File: src/aer_regs.svh
`ifndef AER_REGS_SVH
`define AER_REGS_SVH
// register indices, not byte offsets: index*4 is the byte address
`define AER_IDX_WAKE     6'h24
`define AER_IDX_HPCLR    6'h25
`define AER_IDX_BASE     6'h26
`define AER_IDX_FLAGS    6'h27
`define AER_IDX_XL       6'h28
`define AER_IDX_XH       6'h29
`define AER_IDX_YL       6'h2A
`define AER_IDX_YH       6'h2B
`define AER_IDX_ZL       6'h2C
`define AER_IDX_ZH       6'h2D
`define AER_IDX_CFG      6'h30
`define AER_IDX_SRC      6'h31
`define AER_IDX_THS      6'h32
// side-band control register, local choice
`define AER_IDX_FCTL     6'h3C
// fields
`define AER_WAKE_ON      2'h3
`define AER_HPM_REF      2'h1
`define AER_RST_BYTE     8'h00
`define AER_RST_THS      7'h00
`define AER_RST_WAKE     2'h0
`define AER_RD_LAT       2'h2
// minimum event persistence in samples; its register is not part of this block
`define AER_RST_DUR      7'h00
`endif

File: src/aer_pkg.sv
package aer_pkg;
	typedef enum logic [1:0] {AER_IDLE, AER_WAIT, AER_DONE} aer_bus_t;
	typedef enum logic [1:0] {AER_OR, AER_MOVE, AER_AND, AER_POS} aer_mode_t;
endpackage

File: src/aer_core.sv
// How it works
// - wake selector resets 00; 11 enables sleep-to-wake
// - any event while enabled switches to normal
// - wake never alters the power/rate register
// - filter clear read loads filter state with the raw sample
// - clear read forces filtered axes to zero, except in reference mode 01
// - eight-bit baseline register, reset zero
// - new-data flags per axis and all-axis
// - overrun flags when unread sample overwritten
// - two's-complement axis words in byte pairs
// - six high/low enables against threshold
// - combine and six-direction select event mode
// - read-only flags register, bit 7 zero
// - flags read clears active and pin
// - seven-bit threshold, bit 7 reads zero
// - latch enable holds flags until read
// - duration is outside this block
// - modes 00 and 10 are normal filter
//
// The Avalon-MM slave port was chosen for this implementation.
`include "aer_regs.svh"
module aer_core
	import aer_pkg::*;
#(
	parameter int DW = 16
)(
	// clock and reset
	input  wire logic          clk,
	input  wire logic          nrst,
	// avalon-mm slave, byte addressed; register index taken from address[7:2]
	input  wire logic [7:0]    address,
	input  wire logic          read,
	input  wire logic          write,
	input  wire logic [31:0]   writedata,
	input  wire logic [3:0]    byteenable,
	output logic      [31:0]   readdata,
	output logic               waitrequest,
	// sample source, one pulse per axis sample
	input  wire logic [2:0]    sample_valid,
	input  wire logic [DW-1:0] sample_x,
	input  wire logic [DW-1:0] sample_y,
	input  wire logic [DW-1:0] sample_z,
	// power and event outputs
	output logic               normal_mode,
	output logic               event1_irq,
	output logic               hpf_clear_pulse
);
	// byte lanes and sign handling assume 16-bit axis words
	if (DW != 16)
	begin
		$error("aer_core: only 16-bit axis words supported");
	end

	logic [1:0]   wake_mode_sel_ff;
	logic         woke_ff;
	logic [7:0]   hpf_baseline_value_ff;
	logic [7:0]   cfg_ff;
	logic [6:0]   event1_threshold_value_ff;
	logic [3:0]   fctl_ff;
	logic [3:0]   new_ff;
	logic [3:0]   ovr_ff;
	logic [6:0]   src_ff;
	logic [15:0]  ax_ff [3];
	logic [15:0]  hp_ff [3];
	aer_bus_t     bus_ff;
	logic [31:0]  readdata_ff;
	logic         hpf_clear_pulse_ff;

	// fctl: [0] filtered_out_sel [1] event1_hpf_enable [3:2] hpf_mode_sel
	logic filt_on;
	logic acc_rd;
	logic acc_wr;
	logic be0;
	logic [5:0] idx;
	assign filt_on = fctl_ff[0] | fctl_ff[1];
	assign idx = address[7:2];
	assign be0 = byteenable[0];

	// one wait cycle then accept
	always_ff @(posedge clk or negedge nrst)
	begin
		if (!nrst)
			bus_ff <= AER_IDLE;
		else
		begin
			unique case (bus_ff)
				AER_IDLE: if (read | write) bus_ff <= AER_WAIT;
				AER_WAIT: bus_ff <= AER_DONE;
				AER_DONE: bus_ff <= AER_IDLE;
				default:  bus_ff <= AER_IDLE;
			endcase
		end
	end
	assign waitrequest = !(bus_ff == AER_WAIT);
	assign acc_rd = read & (bus_ff == AER_WAIT);
	assign acc_wr = write & (bus_ff == AER_WAIT) & be0;

	function automatic logic [15:0] filt(input logic [15:0] raw, input logic [15:0] hp,
		input logic [7:0] base, input logic [1:0] mode);
		if (mode == `AER_HPM_REF)
			filt = raw - {{8{base[7]}}, base};
		else
			filt = raw - hp;
	endfunction

	logic [15:0] out_w [3];
	always_comb
	begin
		for (int i = 0; i < 3; i++)
			out_w[i] = fctl_ff[0] ? filt(ax_ff[i], hp_ff[i], hpf_baseline_value_ff, fctl_ff[3:2]) : ax_ff[i];
	end

	// read mux; unmapped reads zero
	always_comb
	begin
		readdata = readdata_ff;
	end
	logic [7:0] rmux;
	always_comb
	begin
		rmux = 8'h00;
		unique case (idx)
			`AER_IDX_WAKE:  rmux = {6'h00, wake_mode_sel_ff};
			`AER_IDX_BASE:  rmux = hpf_baseline_value_ff;
			`AER_IDX_FLAGS: rmux = {ovr_ff, new_ff};
			`AER_IDX_XL:    rmux = out_w[0][7:0];
			`AER_IDX_XH:    rmux = out_w[0][15:8];
			`AER_IDX_YL:    rmux = out_w[1][7:0];
			`AER_IDX_YH:    rmux = out_w[1][15:8];
			`AER_IDX_ZL:    rmux = out_w[2][7:0];
			`AER_IDX_ZH:    rmux = out_w[2][15:8];
			`AER_IDX_CFG:   rmux = cfg_ff;
			`AER_IDX_SRC:   rmux = {1'b0, src_ff};
			`AER_IDX_THS:   rmux = {1'b0, event1_threshold_value_ff};
			`AER_IDX_FCTL:  rmux = {4'h0, fctl_ff};
			default:        rmux = 8'h00;
		endcase
	end
	always_ff @(posedge clk or negedge nrst)
	begin
		if (!nrst)
			readdata_ff <= 32'h00000000;
		else if (read & (bus_ff == AER_IDLE))
			readdata_ff <= {24'h000000, rmux};
	end

	// writable registers; read-only offsets take no write
	always_ff @(posedge clk or negedge nrst)
	begin
		if (!nrst)
		begin
			wake_mode_sel_ff          <= `AER_RST_WAKE;
			hpf_baseline_value_ff     <= `AER_RST_BYTE;
			cfg_ff                    <= `AER_RST_BYTE;
			event1_threshold_value_ff <= `AER_RST_THS;
			fctl_ff                   <= 4'h0;
		end
		else if (acc_wr)
		begin
			unique case (idx)
				`AER_IDX_WAKE: wake_mode_sel_ff <= writedata[1:0];
				`AER_IDX_BASE: hpf_baseline_value_ff <= writedata[7:0];
				`AER_IDX_CFG:  cfg_ff <= writedata[7:0];
				`AER_IDX_THS:  event1_threshold_value_ff <= writedata[6:0];
				`AER_IDX_FCTL: fctl_ff <= writedata[3:0];
				default: ;
			endcase
		end
	end

	// filter clear read
	logic hp_clr;
	assign hp_clr = acc_rd & (idx == `AER_IDX_HPCLR);
	always_ff @(posedge clk or negedge nrst)
	begin
		if (!nrst)
			hpf_clear_pulse_ff <= 1'b0;
		else
			hpf_clear_pulse_ff <= hp_clr;
	end
	assign hpf_clear_pulse = hpf_clear_pulse_ff;

	// sample capture; filter state follows raw so clear yields 0g
	logic [2:0] rd_hi;
	assign rd_hi[0] = acc_rd & (idx == `AER_IDX_XH);
	assign rd_hi[1] = acc_rd & (idx == `AER_IDX_YH);
	assign rd_hi[2] = acc_rd & (idx == `AER_IDX_ZH);
	logic [15:0] smp [3];
	assign smp[0] = sample_x;
	assign smp[1] = sample_y;
	assign smp[2] = sample_z;
	always_ff @(posedge clk or negedge nrst)
	begin
		if (!nrst)
		begin
			for (int i = 0; i < 3; i++)
			begin
				ax_ff[i] <= 16'h0000;
				hp_ff[i] <= 16'h0000;
			end
		end
		else
		begin
			for (int i = 0; i < 3; i++)
			begin
				if (sample_valid[i])
					ax_ff[i] <= smp[i];
				if (hp_clr)
					hp_ff[i] <= sample_valid[i] ? smp[i] : ax_ff[i];
				else if (sample_valid[i])
					hp_ff[i] <= hp_ff[i] + 16'((signed'(smp[i]) - signed'(hp_ff[i])) >>> 6);
			end
		end
	end

	// data flags: set wins over read-clear
	logic all_set;
	assign all_set = (&(new_ff[2:0] | sample_valid)) & (|sample_valid);
	always_ff @(posedge clk or negedge nrst)
	begin
		if (!nrst)
		begin
			new_ff <= 4'h0;
			ovr_ff <= 4'h0;
		end
		else
		begin
			for (int i = 0; i < 3; i++)
			begin
				if (sample_valid[i])
					new_ff[i] <= 1'b1;
				else if (rd_hi[i])
					new_ff[i] <= 1'b0;
				if (sample_valid[i] & new_ff[i])
					ovr_ff[i] <= 1'b1;
				else if (rd_hi[i])
					ovr_ff[i] <= 1'b0;
			end
			if (all_set)
				new_ff[3] <= 1'b1;
			else if (|rd_hi)
				new_ff[3] <= 1'b0;
			if (all_set & new_ff[3])
				ovr_ff[3] <= 1'b1;
			else if (|rd_hi)
				ovr_ff[3] <= 1'b0;
		end
	end

	// event engine on signed axis vs threshold (magnitude compare)
	logic [15:0] ev_w [3];
	logic [5:0]  hit;
	logic [5:0]  en;
	logic        ev_any;
	logic [15:0] th;
	aer_mode_t   mode;
	assign mode = aer_mode_t'(cfg_ff[7:6]);
	assign en = cfg_ff[5:0];
	assign th = {1'b0, event1_threshold_value_ff, 8'h00};
	always_comb
	begin
		for (int i = 0; i < 3; i++)
		begin
			ev_w[i] = fctl_ff[1] ? filt(ax_ff[i], hp_ff[i], hpf_baseline_value_ff, fctl_ff[3:2]) : ax_ff[i];
			hit[2*i+1] = signed'(ev_w[i]) > signed'(th);
			hit[2*i]   = signed'(ev_w[i]) < -signed'(th);
		end
		unique case (mode)
			AER_OR, AER_MOVE: ev_any = |(hit & en);
			AER_AND, AER_POS: ev_any = (en != 6'h00) & ((hit & en) == en);
		endcase
	end
	// persistence counted in samples, so the step follows the output rate
	logic [6:0] dur_ff;
	logic       ev_ok;
	always_ff @(posedge clk or negedge nrst)
	begin
		if (!nrst)
			dur_ff <= 7'h00;
		else if (!ev_any)
			dur_ff <= 7'h00;
		else if ((|sample_valid) && (dur_ff != 7'h7F))
			dur_ff <= dur_ff + 7'h01;
	end
	assign ev_ok = ev_any & (dur_ff >= `AER_RST_DUR);
	logic src_rd;
	logic [5:0] prev_ff;
	assign src_rd = acc_rd & (idx == `AER_IDX_SRC);
	// latch enable rides on filter mode code 11, which selects no filter mode of its own
	logic latch;
	assign latch = fctl_ff[3] & fctl_ff[2];
	always_ff @(posedge clk or negedge nrst)
	begin
		if (!nrst)
		begin
			src_ff  <= 7'h00;
			prev_ff <= 6'h00;
		end
		else
		begin
			prev_ff <= hit & en;
			if (ev_ok & (mode != AER_MOVE || (hit & en) != prev_ff))
				src_ff <= {1'b1, hit & en};
			else if (src_rd | !latch)
				src_ff <= {1'b0, latch ? 6'h00 : (hit & en)};
		end
	end
	assign event1_irq = src_ff[6];

	// wake: any event raises rate; power/rate register is elsewhere and untouched
	always_ff @(posedge clk or negedge nrst)
	begin
		if (!nrst)
			woke_ff <= 1'b0;
		else if (wake_mode_sel_ff != `AER_WAKE_ON)
			woke_ff <= 1'b0;
		else if (ev_ok)
			woke_ff <= 1'b1;
	end
	assign normal_mode = (wake_mode_sel_ff != `AER_WAKE_ON) | woke_ff;

	wake_normal_a: assert property (@(posedge clk) disable iff (!nrst) (wake_mode_sel_ff == `AER_WAKE_ON && ev_ok) |=> normal_mode)
		else $error("event did not wake");
	clr_pulse_a: assert property (@(posedge clk) disable iff (!nrst) hp_clr |=> hpf_clear_pulse)
		else $error("clear read not seen");
	irq_clear_a: assert property (@(posedge clk) disable iff (!nrst) (src_rd & latch & !ev_any) |=> !event1_irq)
		else $error("flags read did not clear");
	ovr_set_a: assert property (@(posedge clk) disable iff (!nrst) (sample_valid[0] & new_ff[0]) |=> ovr_ff[0])
		else $error("overrun missed");
	new_set_a: assert property (@(posedge clk) disable iff (!nrst) sample_valid[1] |=> new_ff[1])
		else $error("new data missed");
	ths_zero_a: assert property (@(posedge clk) disable iff (!nrst) (read & (bus_ff == AER_IDLE) & (idx == `AER_IDX_THS)) |=> (readdata[7:0] == {1'b0, event1_threshold_value_ff}))
		else $error("threshold readback wrong");
	bus_wait_a: assert property (@(posedge clk) disable iff (!nrst) ((bus_ff == AER_IDLE) & (read | write)) |=> !waitrequest)
		else $error("request not answered");
	hpf_zero_a: assert property (@(posedge clk) disable iff (!nrst) (hp_clr & fctl_ff[0] & (fctl_ff[3:2] != `AER_HPM_REF)) |=> (out_w[0] == 16'h0000 && out_w[1] == 16'h0000 && out_w[2] == 16'h0000))
		else $error("filter clear left output nonzero");
endmodule

File: config.mk
export PLATFORM = sky130hd
export DESIGN_NAME = aer_core
export DESIGN_NICKNAME = d
export VERILOG_FILES = /design/src/aer_pkg.sv /design/src/aer_core.sv
export VERILOG_INCLUDE_DIRS = /design/src
export SDC_FILE = /design/constraint.sdc
export NUM_CORES = 1
export LEC_CHECK = 0
export BUFFER_PORTS_ARGS = -buffer_cell sky130_fd_sc_hd__buf_2
export CAP_MARGIN = 15
export CORE_UTILIZATION = 40
export DETAILED_ROUTE_END_ITERATION = 8
export HOLD_SLACK_MARGIN = 0.1
export SYNTH_ARGS = -nofsm -noshare
export SYNTH_HDL_FRONTEND = slang
export SYNTH_SLANG_ARGS = --single-unit
export TNS_END_PERCENT = 50
File: constraint.sdc
create_clock -name clk -period 11.15 [get_ports clk]
set_input_delay 0.5575 -clock clk [delete_from_list [all_inputs] [get_ports clk]]
set_output_delay 0.5575 -clock clk [all_outputs]
set_load 0.05 [all_outputs]
==> metrics.yaml, run 1 <==
timing:
  slew_violations: 0
  tns_ns: 0
  fmax_ghz: 0.1319
  tightest_slew_ns: 1.062
  hold_viol_final: 0
  fin_crit_sh_pct: 68.00
  min_period_ns: 7.582
  rsz0062_at_grt: "no"
  setup_viol: 0
  skew_ns: 0.01273
  maxSlewHeadroom_pct: 28.58
die:
  rows: 71
  dieArea_sq_um: 38860
  core_sq_um: 37580
  ios: 135
  fp.dieH_um: 197.1
  fp.dieW_um: 197.1
  start_util_pct: 40.54
clock_tree:
  cts_max_level: 4
  cts.repair.resized: 0
  cts_tree: "yes"
  insertion_delay_ns: 0.46
  cts_buffer_depth: 2
  post-cts-setup-buffer-count: 0
  hold_buffers: 0
  cts_root_buf: "clkbuf_16"
  path_clk_slew_ns: 0.07
  cts.sinks: 158
  cts_buffers: 17
critical_path:
  cp_common_cell: "nand2_1"
  start_kind: "flip-flop"
  arrival_ns: 7.92
  crit_required_ns: 11.49
  slowest_delay_ns: 0.57
  r2r-start: "fctl_ff[3]"
  path_max_fanout: 26
  rrSetupSlack_ns: 3.57
  rr_endpoint: "src_ff[0]"
  reg2reg_depth: 31
  cp-end-kind: "flip-flop"
  slowest_stage: "nand2b_2"
  crit_type: "reg -> reg"
drt:
  viasPerCell: 5.817
  wl_per_cell_um: 20.31
  dr_total_vias: 13580
  ant_nets: 0
  drtPass1Iterations: 7
  routed_wl_um: 47390
  drtIter0Drc: 1054
  route.detailed.drc: 0
synth:
  netlist_instances: 1758
  ys_seq_area_share_pct: 25.96
  synth.distinct_cells: 82
  ys.warnings.count: 0
  synth_top_area_share_pct: 25.96
  synth_edf_count: 0
  synthArstFlopShare_pct: 100.0
  synth_area_leaders: "dfrtp_1 26%, ha_1 15%, mux2_2 7.0%, a21oi_1 6.0%, xnor2_1 3.8%"
  netlist_area_sq_um: 15230
  synth-seq-cells: 158
  synth_top_area_cell: "dfrtp_1"
  syn_area_per_cell_sq_um: 8.664
  synth_ff_type: "dfrtp_1"
final_layout:
  regArea_sq_um: 3954
  area_delta_synth_final_pct: 9.093
  drive_gt1_share_pct: 13.88
  multiInputGateArea_sq_um: 10640
  fin_cells: 2334
  antenna_cells: 0
  fillCellCount: 3754
  nets: 2093
  fin_util_pct: 44.22
power:
  leakage_nw: 7.571
  p_per_area_nw_per_um2: 349.8
  ir_worst_vdd_v: 0.0001860
global_routing:
  antenna_found_initial: 0
  grt.overflow.total: 0
  first_global_vias: 13010
  grt_usage_pct: 24.87
  grt_max_degree: 91
  grt_pass1_wl_um: 74290
placed_design:
  dp_hpwl_um: 36820
  globalplace.congestion: 1.014
  io_buffers: 81
  dp.cells: 2301
run:
  drv_cap: 0
status:
  status: "completed"
worst_hold_path:
  min_path_type: "in -> async"
-- stage by stage --
stage                     power [mW]  area, sq um  worst slack, ns  hold slack [ns]
after floorplan                4.311        15320            5.076           0.2619
after global placement         5.095        16050            3.755           0.4525
after detailed placement       5.193        16050            3.663           0.4569
after CTS                      5.804        16610            3.599           0.2035
after global routing           6.388        16620            3.106           0.2323
final                          5.813        16620            3.568           0.1558
-- cell usage after synthesis (10+ instances only) --
cell type	n
a21o_1	31
a21oi_1	183
a22oi_1	15
and2_1	14
buf_1	11
buf_4	25
clkbuf_1	45
dfrtp_1	158
ha_1	178
inv_1	86
mux2_2	95
mux2i_1	56
nand2_1	103
nand2b_1	22
nand3_1	45
nand4_1	12
nor2_1	150
nor2b_1	29
nor3_1	59
nor4_1	13
o211ai_1	13
o21a_1	34
o21ai_0	86
o21bai_1	12
o22ai_1	10
or3_1	16
xnor2_1	66
xor2_1	29
-- power breakdown --
part / total, mW / leakage [nW] / switching [mW] / internal, mW
combinational: 4.34 / 5.39 / 2.35 / 1.99
clock: 0.578 / 0.282 / 0.279 / 0.300
sequential: 0.891 / 1.90 / 0.171 / 0.721
-- logic make-up (layout without fill, tap and decap cells) --
group | Yosys count | after routing | synth area share (%)
compound gates | 496 | 496 | 21.45
xor+xnor | 95 | 95 | 5.462
fa+ha+maj | 184 | 184 | 15.41
buf+inv | 171 | 213 | 4.879
flops | 158 | 158 | 25.96
mux | 153 | 153 | 10.94
other cells | 1 | 24 | 0.02462
simple gates | 500 | 500 | 15.88
-- area by class of cell --
cell class / count / area share, %
multi-input combinational: 1452 / 64.01
sequential: 158 / 23.79
tap: 511 / 3.848
timing repair buffer: 92 / 2.959
clock buffer: 18 / 2.643
inverter: 89 / 2.010
clock inverter: 14 / 0.7379
-- flip-flops by register name, indices dropped and copies added, names as in the netlist --
signal,flops
hpf_baseline_value_ff,8
src_ff,7
bus_ff,2
new_ff,4
hp_ff,48
fctl_ff,4
event1_threshold_value_ff,7
ovr_ff,4
hpf_clear_pulse,1
ax_ff,48
woke_ff,1
prev_ff,6
readdata,8
wake_mode_sel_ff,2
cfg_ff,8
-- worst max-delay path, delay by kind of cell (launching register included) --
family / cells / cell delay, ns
fa+ha+maj: 3 / 0.93
mux: 1 / 0.31
simple gates: 11 / 2.01
compound gates: 12 / 3.05
buf+inv: 3 / 0.61
xor+xnor: 1 / 0.08
flops: 1 / 0.45
-- metal layers --
| layer | GRT usage (%) | wire length, um | vias up |
|---|---|---|---|
| li1 | - | - | 6530 |
| met1 | 34.58 | 22310 | 6565 |
| met2 | 39.75 | 21210 | 428 |
| met3 | 3.432 | 2698 | 55 |
| met4 | 7.809 | 1181 | 0 |
| met5 | 0 | 0 | - |
-- cells in the final DEF, fill, tap and decap left out, types with 29 or more instances in the layout --
cell | netlist | final
o21a_1 | 34 | 34
inv_1 | 86 | 86
ha_1 | 178 | 178
nand2_1 | 103 | 103
a21oi_1 | 183 | 183
a21o_1 | 31 | 31
xor2_1 | 29 | 29
mux2i_1 | 56 | 56
nor3_1 | 59 | 59
o21ai_0 | 86 | 86
buf_2 | 0 | 81
nor2b_1 | 29 | 29
nand3_1 | 45 | 44
xnor2_1 | 66 | 66
nor2_1 | 150 | 150
mux2_2 | 95 | 95
dfrtp_1 | 158 | 158
-- worst max path at each step --
stage / start / slack [ns] / endpoint
2_1_floorplan: fctl_ff[3] / 5.08 / src_ff[0]
3_3_place_gp: fctl_ff[3] / 3.75 / src_ff[2]
3_5_place_dp: fctl_ff[3] / 3.66 / src_ff[4]
4_1_cts: fctl_ff[3] / 3.60 / src_ff[4]
5_1_grt: fctl_ff[3] / 3.11 / src_ff[3]
6_report: fctl_ff[3] / 3.57 / src_ff[0]
Power figures use the tool's default switching activity.
==> run 2: changes to the inputs <==
==> constraint.sdc (replaced) <==
create_clock -name clk -period 7 [get_ports clk]
set_input_delay 0.35 -clock clk [delete_from_list [all_inputs] [get_ports clk]]
set_output_delay 0.35 -clock clk [all_outputs]
set_load 0.05 [all_outputs]
==> metrics.yaml, run 2 (same netlist as run 1, synthesis figures left out) <==
status:
  status: "completed"  # unchanged
critical_path:
  crit_buf_inv: 2  # was 3
  arrival_ns: 7.02  # was 7.92 ns
  critPathTopFamily: "compound AO/OA/AOI/OAI gates"  # unchanged
  cp-end-kind: "flip-flop"  # unchanged
  slowest_stage: "dfrtp_1"  # was nand2b_2
  slowest_delay_ns: 0.47  # was 0.57 ns
  crit_type: "reg -> reg"  # unchanged
  path_max_fanout: 7  # was 26
  crit_required_ns: 7.35  # was 11.49 ns
  start_kind: "flip-flop"  # unchanged
clock_tree:
  cts_buffers: 17  # unchanged
  path_clk_slew_ns: 0.07  # about the same
  cts.sinks: 158  # unchanged
  insertion_delay_ns: 0.47  # was 0.46 ns
  cts_max_level: 4  # unchanged
  cts_tree: "yes"  # unchanged
  cts_root_buf: "clkbuf_16"  # unchanged
  cts_buffer_depth: 2  # unchanged
die:
  core_sq_um: 37580  # unchanged
  fp.dieW_um: 197.1  # unchanged
  rows: 71  # unchanged
  dieArea_sq_um: 38860  # unchanged
  start_util_pct: 40.54  # unchanged
  ios: 135  # unchanged
  fp.dieH_um: 197.1  # unchanged
drt:
  wl_per_cell_um: 20.33  # was 20.31 um
  drtIter0Drc: 1182  # was 1054
  ant_nets: 0  # unchanged
  routed_wl_um: 47690  # was 47390 um
  route.detailed.drc: 0  # unchanged
  dr_total_vias: 13620  # was 13580
  drtPass1Iterations: 8  # was 7
  viasPerCell: 5.806  # was 5.817
timing:
  skew_ns: 0.01466  # was 0.01273 ns
  fin_crit_sh_pct: 95.25  # was 68.00%
  setup_viol: 0  # unchanged
  hold_viol_final: 0  # unchanged
  fmax_ghz: 0.1500  # was 0.1319 GHz
  tightest_slew_ns: 1.086  # was 1.062 ns
  min_period_ns: 6.668  # was 7.582 ns
  slew_violations: 0  # unchanged
  maxSlewHeadroom_pct: 27.06  # was 28.58%
  hold_ws_ns: 0.1400  # was 0.1558 ns
  timing.final.ws_setup_ns: 0.3322  # was 3.568 ns
  tns_ns: 0  # unchanged
  rsz0062_at_grt: "no"  # unchanged
global_routing:
  antenna_found_initial: 0  # unchanged
  grt.overflow.total: 0  # unchanged
  grt_usage_pct: 25.02  # was 24.87%
  first_global_vias: 13040  # was 13010
  grt_pass1_wl_um: 74550  # was 74290 um
  grt_max_degree: 91  # unchanged
final_layout:
  fin_util_pct: 44.70  # was 44.22%
  regArea_sq_um: 3954  # unchanged
  antenna_cells: 0  # unchanged
  fin_cells: 2346  # was 2334
  final_cell_mix: "182 x a21oi_1, 178 x ha_1, 158 x dfrtp_1"  # was 183 x a21oi_1, 178 x ha_1, 158 x dfrtp_1
  drive_gt1_share_pct: 14.99  # was 13.88%
  area_delta_synth_final_pct: 10.28  # was 9.093%
  multiInputGateArea_sq_um: 10680  # was 10640 sq um
  reg_top3: "ax_ff: 48 flops, hp_ff: 48 flops"  # unchanged
  finalInstanceArea_sq_um: 16800  # was 16620 sq um
  fillCellCount: 3730  # was 3754
  nets: 2105  # was 2093
  final_common_cell: "a21oi_1"  # unchanged
placed_design:
  dpl_cell_area_sq_um: 16130  # was 16050 sq um
  globalplace.congestion: 1.072  # was 1.014
  dp_hpwl_um: 37160  # was 36820 um
  io_buffers: 81  # unchanged
  dpl_worst_slack_ns: 0.1108  # was 3.663 ns
  dp.cells: 2311  # was 2301
power:
  power.total_mw: 9.361  # was 5.813 mW
  p_per_area_nw_per_um2: 557.3  # was 349.8 nW/um^2
  ir_worst_vdd_v: 0.0003595  # was 0.0001860 V
  leakage_nw: 7.652  # was 7.571 nW
run:
  drv_cap: 0  # unchanged
worst_hold_path:
  min_path_type: "in -> reg"  # was in -> async
-- run 2: cell types whose count changed in the layout (fill, tap and decap cells not counted), sizes merged --
| cell | previous run | this run |
|---|---|---|
| buf | 92 | 102 |
| dlygate4sd3 | 0 | 2 |
| inv | 95 | 93 |
| bufinv | 0 | 1 |
| clkbuf | 18 | 19 |
| clkinv | 8 | 7 |
| clkinvlp | 0 | 1 |
-- run 2: worst paths after layout --
kind | from | to | slack, ns | cells after the start
min reg2reg | bus_ff[1] | bus_ff[1] | 0.47 | 1
max in group asynchronous | nrst | hp_ff[38] | 5.04 | 3
min in group asynchronous | nrst | ax_ff[7] | 0.51 | 2
max reg2reg | fctl_ff[3] | src_ff[3] | 0.33 | 29
max | fctl_ff[3] | src_ff[3] | 0.33 | 29
min | writedata[5] | event1_threshold_value_ff[5] | 0.14 | 3
-- run 2: per-layer routing --
layer / global-route usage (%) / routed length (um) / part of all wire [%]
met4: 8.613 / 1517 / 3.2
met2: 39.69 / 21290 / 45
met1: 33.47 / 21960 / 46
met3: 5.481 / 2928 / 6.1
met5: 0 / 0 / 0
-- run 2: timing repair --
action                                  CTS  global route
endpoints found under the setup margin    0             7
buffers inserted                          0             1
hold buffers                              2             0
endpoints found under the hold margin    90             0
gates resized for setup                   0            15
-- run 2: worst register-to-register path: cells and delay by family, from the launching register on --
kind | cells | cell delay, ns
buffers and inverters | 2 | 0.34
muxes | 1 | 0.31
xor gates and xnor gates | 1 | 0.08
and+or+nand+nor | 10 | 1.92
adders and majority gates | 2 | 0.75
AOI/OAI and AO/OA | 13 | 2.70
DFF | 1 | 0.47
-- run 2: layout make-up --
class	count	share of cell area (%)
inverters	89	1.989
well taps	511	3.806
clock inverters	13	0.8789
flip-flops and latches	158	23.54
multi-input cells	1452	63.59
repair buffers	104	3.508
clock buffers	19	2.696
-- run 2: power breakdown --
part           internal, mW  switching [mW]
Combinational          3.19            3.77
Sequential             1.15           0.281
Clock                 0.524           0.451
==> run 3: changes to the inputs <==
--- a/config.mk
+++ b/config.mk
@@ -6,10 +6,10 @@
 export SDC_FILE = /design/constraint.sdc
 export NUM_CORES = 1
 export LEC_CHECK = 0
-export BUFFER_PORTS_ARGS = -buffer_cell sky130_fd_sc_hd__buf_2
 export CAP_MARGIN = 15
 export CORE_UTILIZATION = 40
 export DETAILED_ROUTE_END_ITERATION = 8
+export DONT_BUFFER_PORTS = 1
 export HOLD_SLACK_MARGIN = 0.1
 export SYNTH_ARGS = -nofsm -noshare
 export SYNTH_HDL_FRONTEND = slang
==> metrics.yaml, run 3 (same netlist as run 1, synthesis figures left out) <==
clock_tree:
  path_clk_slew_ns: 0.07  # about the same
  cts.sinks: 158  # unchanged
  cts_buffer_depth: 2  # unchanged
  cts_root_buf: "clkbuf_16"  # unchanged
  cts_max_level: 4  # unchanged
  cts_buffers: 17  # unchanged
  insertion_delay_ns: 0.46  # was 0.47 ns
  cts_tree: "yes"  # unchanged
timing:
  min_period_ns: 6.621  # was 6.668 ns
  tightest_slew_ns: 1.195  # was 1.086 ns
  skew_ns: 0.01492  # was 0.01466 ns
  slew_violations: 0  # unchanged
  fin_crit_sh_pct: 94.59  # was 95.25%
  setup_viol: 0  # unchanged
  fmax_ghz: 0.1510  # was 0.1500 GHz
  hold_viol_final: 0  # unchanged
  maxSlewHeadroom_pct: 19.61  # was 27.06%
  timing.final.ws_setup_ns: 0.3789  # was 0.3322 ns
die:
  core_sq_um: 37580  # unchanged
  rows: 71  # unchanged
  start_util_pct: 40.54  # unchanged
  dieArea_sq_um: 38860  # unchanged
  fp.dieW_um: 197.1  # unchanged
  fp.dieH_um: 197.1  # unchanged
  ios: 135  # unchanged
power:
  ir_worst_vdd_v: 0.0003870  # was 0.0003595 V
  internal_power_mw: 4.856  # was 4.861 mW
  p_per_area_nw_per_um2: 548.2  # was 557.3 nW/um^2
  pwr-share-seq_pct: 15.5  # was 15.3%
  leakage_nw: 7.588  # was 7.652 nW
  swShare_pct: 47.99  # was 48.08%
  clkPwrFrac_pct: 9.8  # was 10.4%
  comb_power_share_pct: 74.7  # was 74.3%
  power_switching_mw: 4.480  # was 4.500 mW
final_layout:
  final_cell_mix: "182 x a21oi_1, 178 x ha_1, 156 x dfrtp_1"  # was 182 x a21oi_1, 178 x ha_1, 158 x dfrtp_1
  area_delta_synth_final_pct: 11.81  # was 10.28%
  fin_cells: 2330  # was 2346
  nets: 2089  # was 2105
  drive_gt1_share_pct: 11.06  # was 14.99%
  final_common_cell: "a21oi_1"  # unchanged
  finalInstanceArea_sq_um: 17030  # was 16800 sq um
  fin_util_pct: 45.32  # was 44.70%
  reg_top3: "ax_ff: 48 flops, hp_ff: 48 flops"  # unchanged
drt:
  drtPass1Iterations: 8  # unchanged
  drtIter0Drc: 952  # was 1182
  route.detailed.drc: 0  # unchanged
  ant_nets: 0  # unchanged
  wl_met3_um: 2940  # was 2928 um
  wl_per_cell_um: 21.39  # was 20.33 um
  dr_total_vias: 13580  # was 13620
  wl_met2_um: 22020  # was 21290 um
  wl_met1_um: 23260  # was 21960 um
  viasPerCell: 5.830  # was 5.806
  top_layer_used: "met4"  # unchanged
  routed_wl_um: 49830  # was 47690 um
critical_path:
  crit_required_ns: 7.34  # was 7.35 ns
  cp-end-kind: "flip-flop"  # unchanged
  start_kind: "flip-flop"  # unchanged
  path_max_fanout: 6  # was 7
  crit_type: "reg -> reg"  # unchanged
  arrival_ns: 6.96  # was 7.02 ns
global_routing:
  antenna_found_initial: 0  # unchanged
  first_global_vias: 13330  # was 13040
  grt_pass1_wl_um: 77890  # was 74550 um
  grt_max_degree: 159  # was 91
  grt_usage_pct: 26.25  # was 25.02%
  grt.overflow.total: 0  # unchanged
worst_hold_path:
  min_path_type: "in -> reg"  # unchanged
status:
  status: "completed"  # unchanged
placed_design:
  dpl_cell_area_sq_um: 15730  # was 16130 sq um
  globalplace.congestion: 1.016  # was 1.072
  dpl_worst_slack_ns: 0.2533  # was 0.1108 ns
  io_buffers: 0  # was 81
  dp.cells: 2232  # was 2311
  dp_hpwl_um: 37780  # was 37160 um
run:
  drv_cap: 0  # unchanged
run 3: cell count changes in the layout (fill, tap and decap cells not counted), moves of 3 or more:
cell,previous run,this run
buf_2,80,0
dlygate4sd3_1,2,62
inv_8,4,0
buf_4,21,24
run 3: layer usage:
metal  track usage [%]  vias to the layer above
met1             35.45                     6640
met5                 0                        -
met3             5.651                       81
met4             9.877                        0
li1                  -                     6518
met2             40.91                      344
run 3: worst max-delay path, cell delays in order, from the launching register on:
cell,delay [ns]
dfrtp_2,0.43
nor2b_2,0.25
and2_2,0.34
a21oi_1,0.12
fa_1,0.46
a211oi_2,0.29
o21a_1,0.15
o21ai_0,0.06
and2_1,0.19
o21a_1,0.20
o31a_1,0.27
o31a_1,0.26
or2_2,0.31
a21oi_1,0.18
xnor2_1,0.08
mux2_2,0.31
ha_1,0.30
and4_1,0.18
nand4_1,0.14
nor4_1,0.34
a41oi_1,0.20
buf_4,0.20
nand3_1,0.12
buf_4,0.13
nand3b_1,0.11
a2111oi_4,0.46
o21bai_2,0.17
a32o_2,0.24
run 3: worst paths after layout:
| kind | start | to | slack, ns | cells past startpoint |
|---|---|---|---|---|
| max in group asynchronous | nrst | fctl_ff[3] | 5.77 | 2 |
| min in group asynchronous | nrst | hp_ff[4] | 0.57 | 2 |
| worst min-delay path | sample_valid[2] | hp_ff[11] | 0.12 | 2 |
| worst max register to register | fctl_ff[2] | src_ff[0] | 0.38 | 27 |
| worst max-delay path | fctl_ff[2] | src_ff[0] | 0.38 | 27 |
| worst min register to register | bus_ff[1] | bus_ff[1] | 0.47 | 1 |
run 3: what timing repair did:
| item | 4_1_cts | 5_1_grt |
|---|---|---|
| buffers inserted | 0 | 2 |
| hold buffers | 64 | 0 |
| resized for setup | 0 | 23 |
| endpoints found under the setup margin | 0 | 7 |
| endpoints found under the hold margin | 246 | 0 |
run 3: power by group through the flow:
stage	combinational (mW)	clock, mW	sequential [mW]
global route	7.82	0.966	1.48
finish	6.97	0.920	1.45
detailed placement	6.78	0	1.46
CTS	6.90	0.936	1.45
global placement	6.63	0	1.46
floorplan	5.53	0	1.33
run 3: layout make-up:
cell class                 instances  area (sq um)
antenna                            1         2.502
sequential                       158          3956
inverter                          89         334.1
clock inverter                    11         110.1
clock buffer                      20         446.7
timing repair buffer              88         848.3
tap                              511         639.4
multi-input combinational       1452         10690
fill                            3709         20550
run 3: metrics by stage:
stage / hold slack (ns) / total power [mW] / TNS (ns)
after floorplan: 0.05441 / 6.866 / 0
after global placement: 0.06224 / 8.091 / 0
after detailed placement: 0.06243 / 8.245 / 0
after CTS: 0.1014 / 9.283 / 0
after global routing: 0.1218 / 10.26 / -0.005580
final: 0.1234 / 9.336 / 0
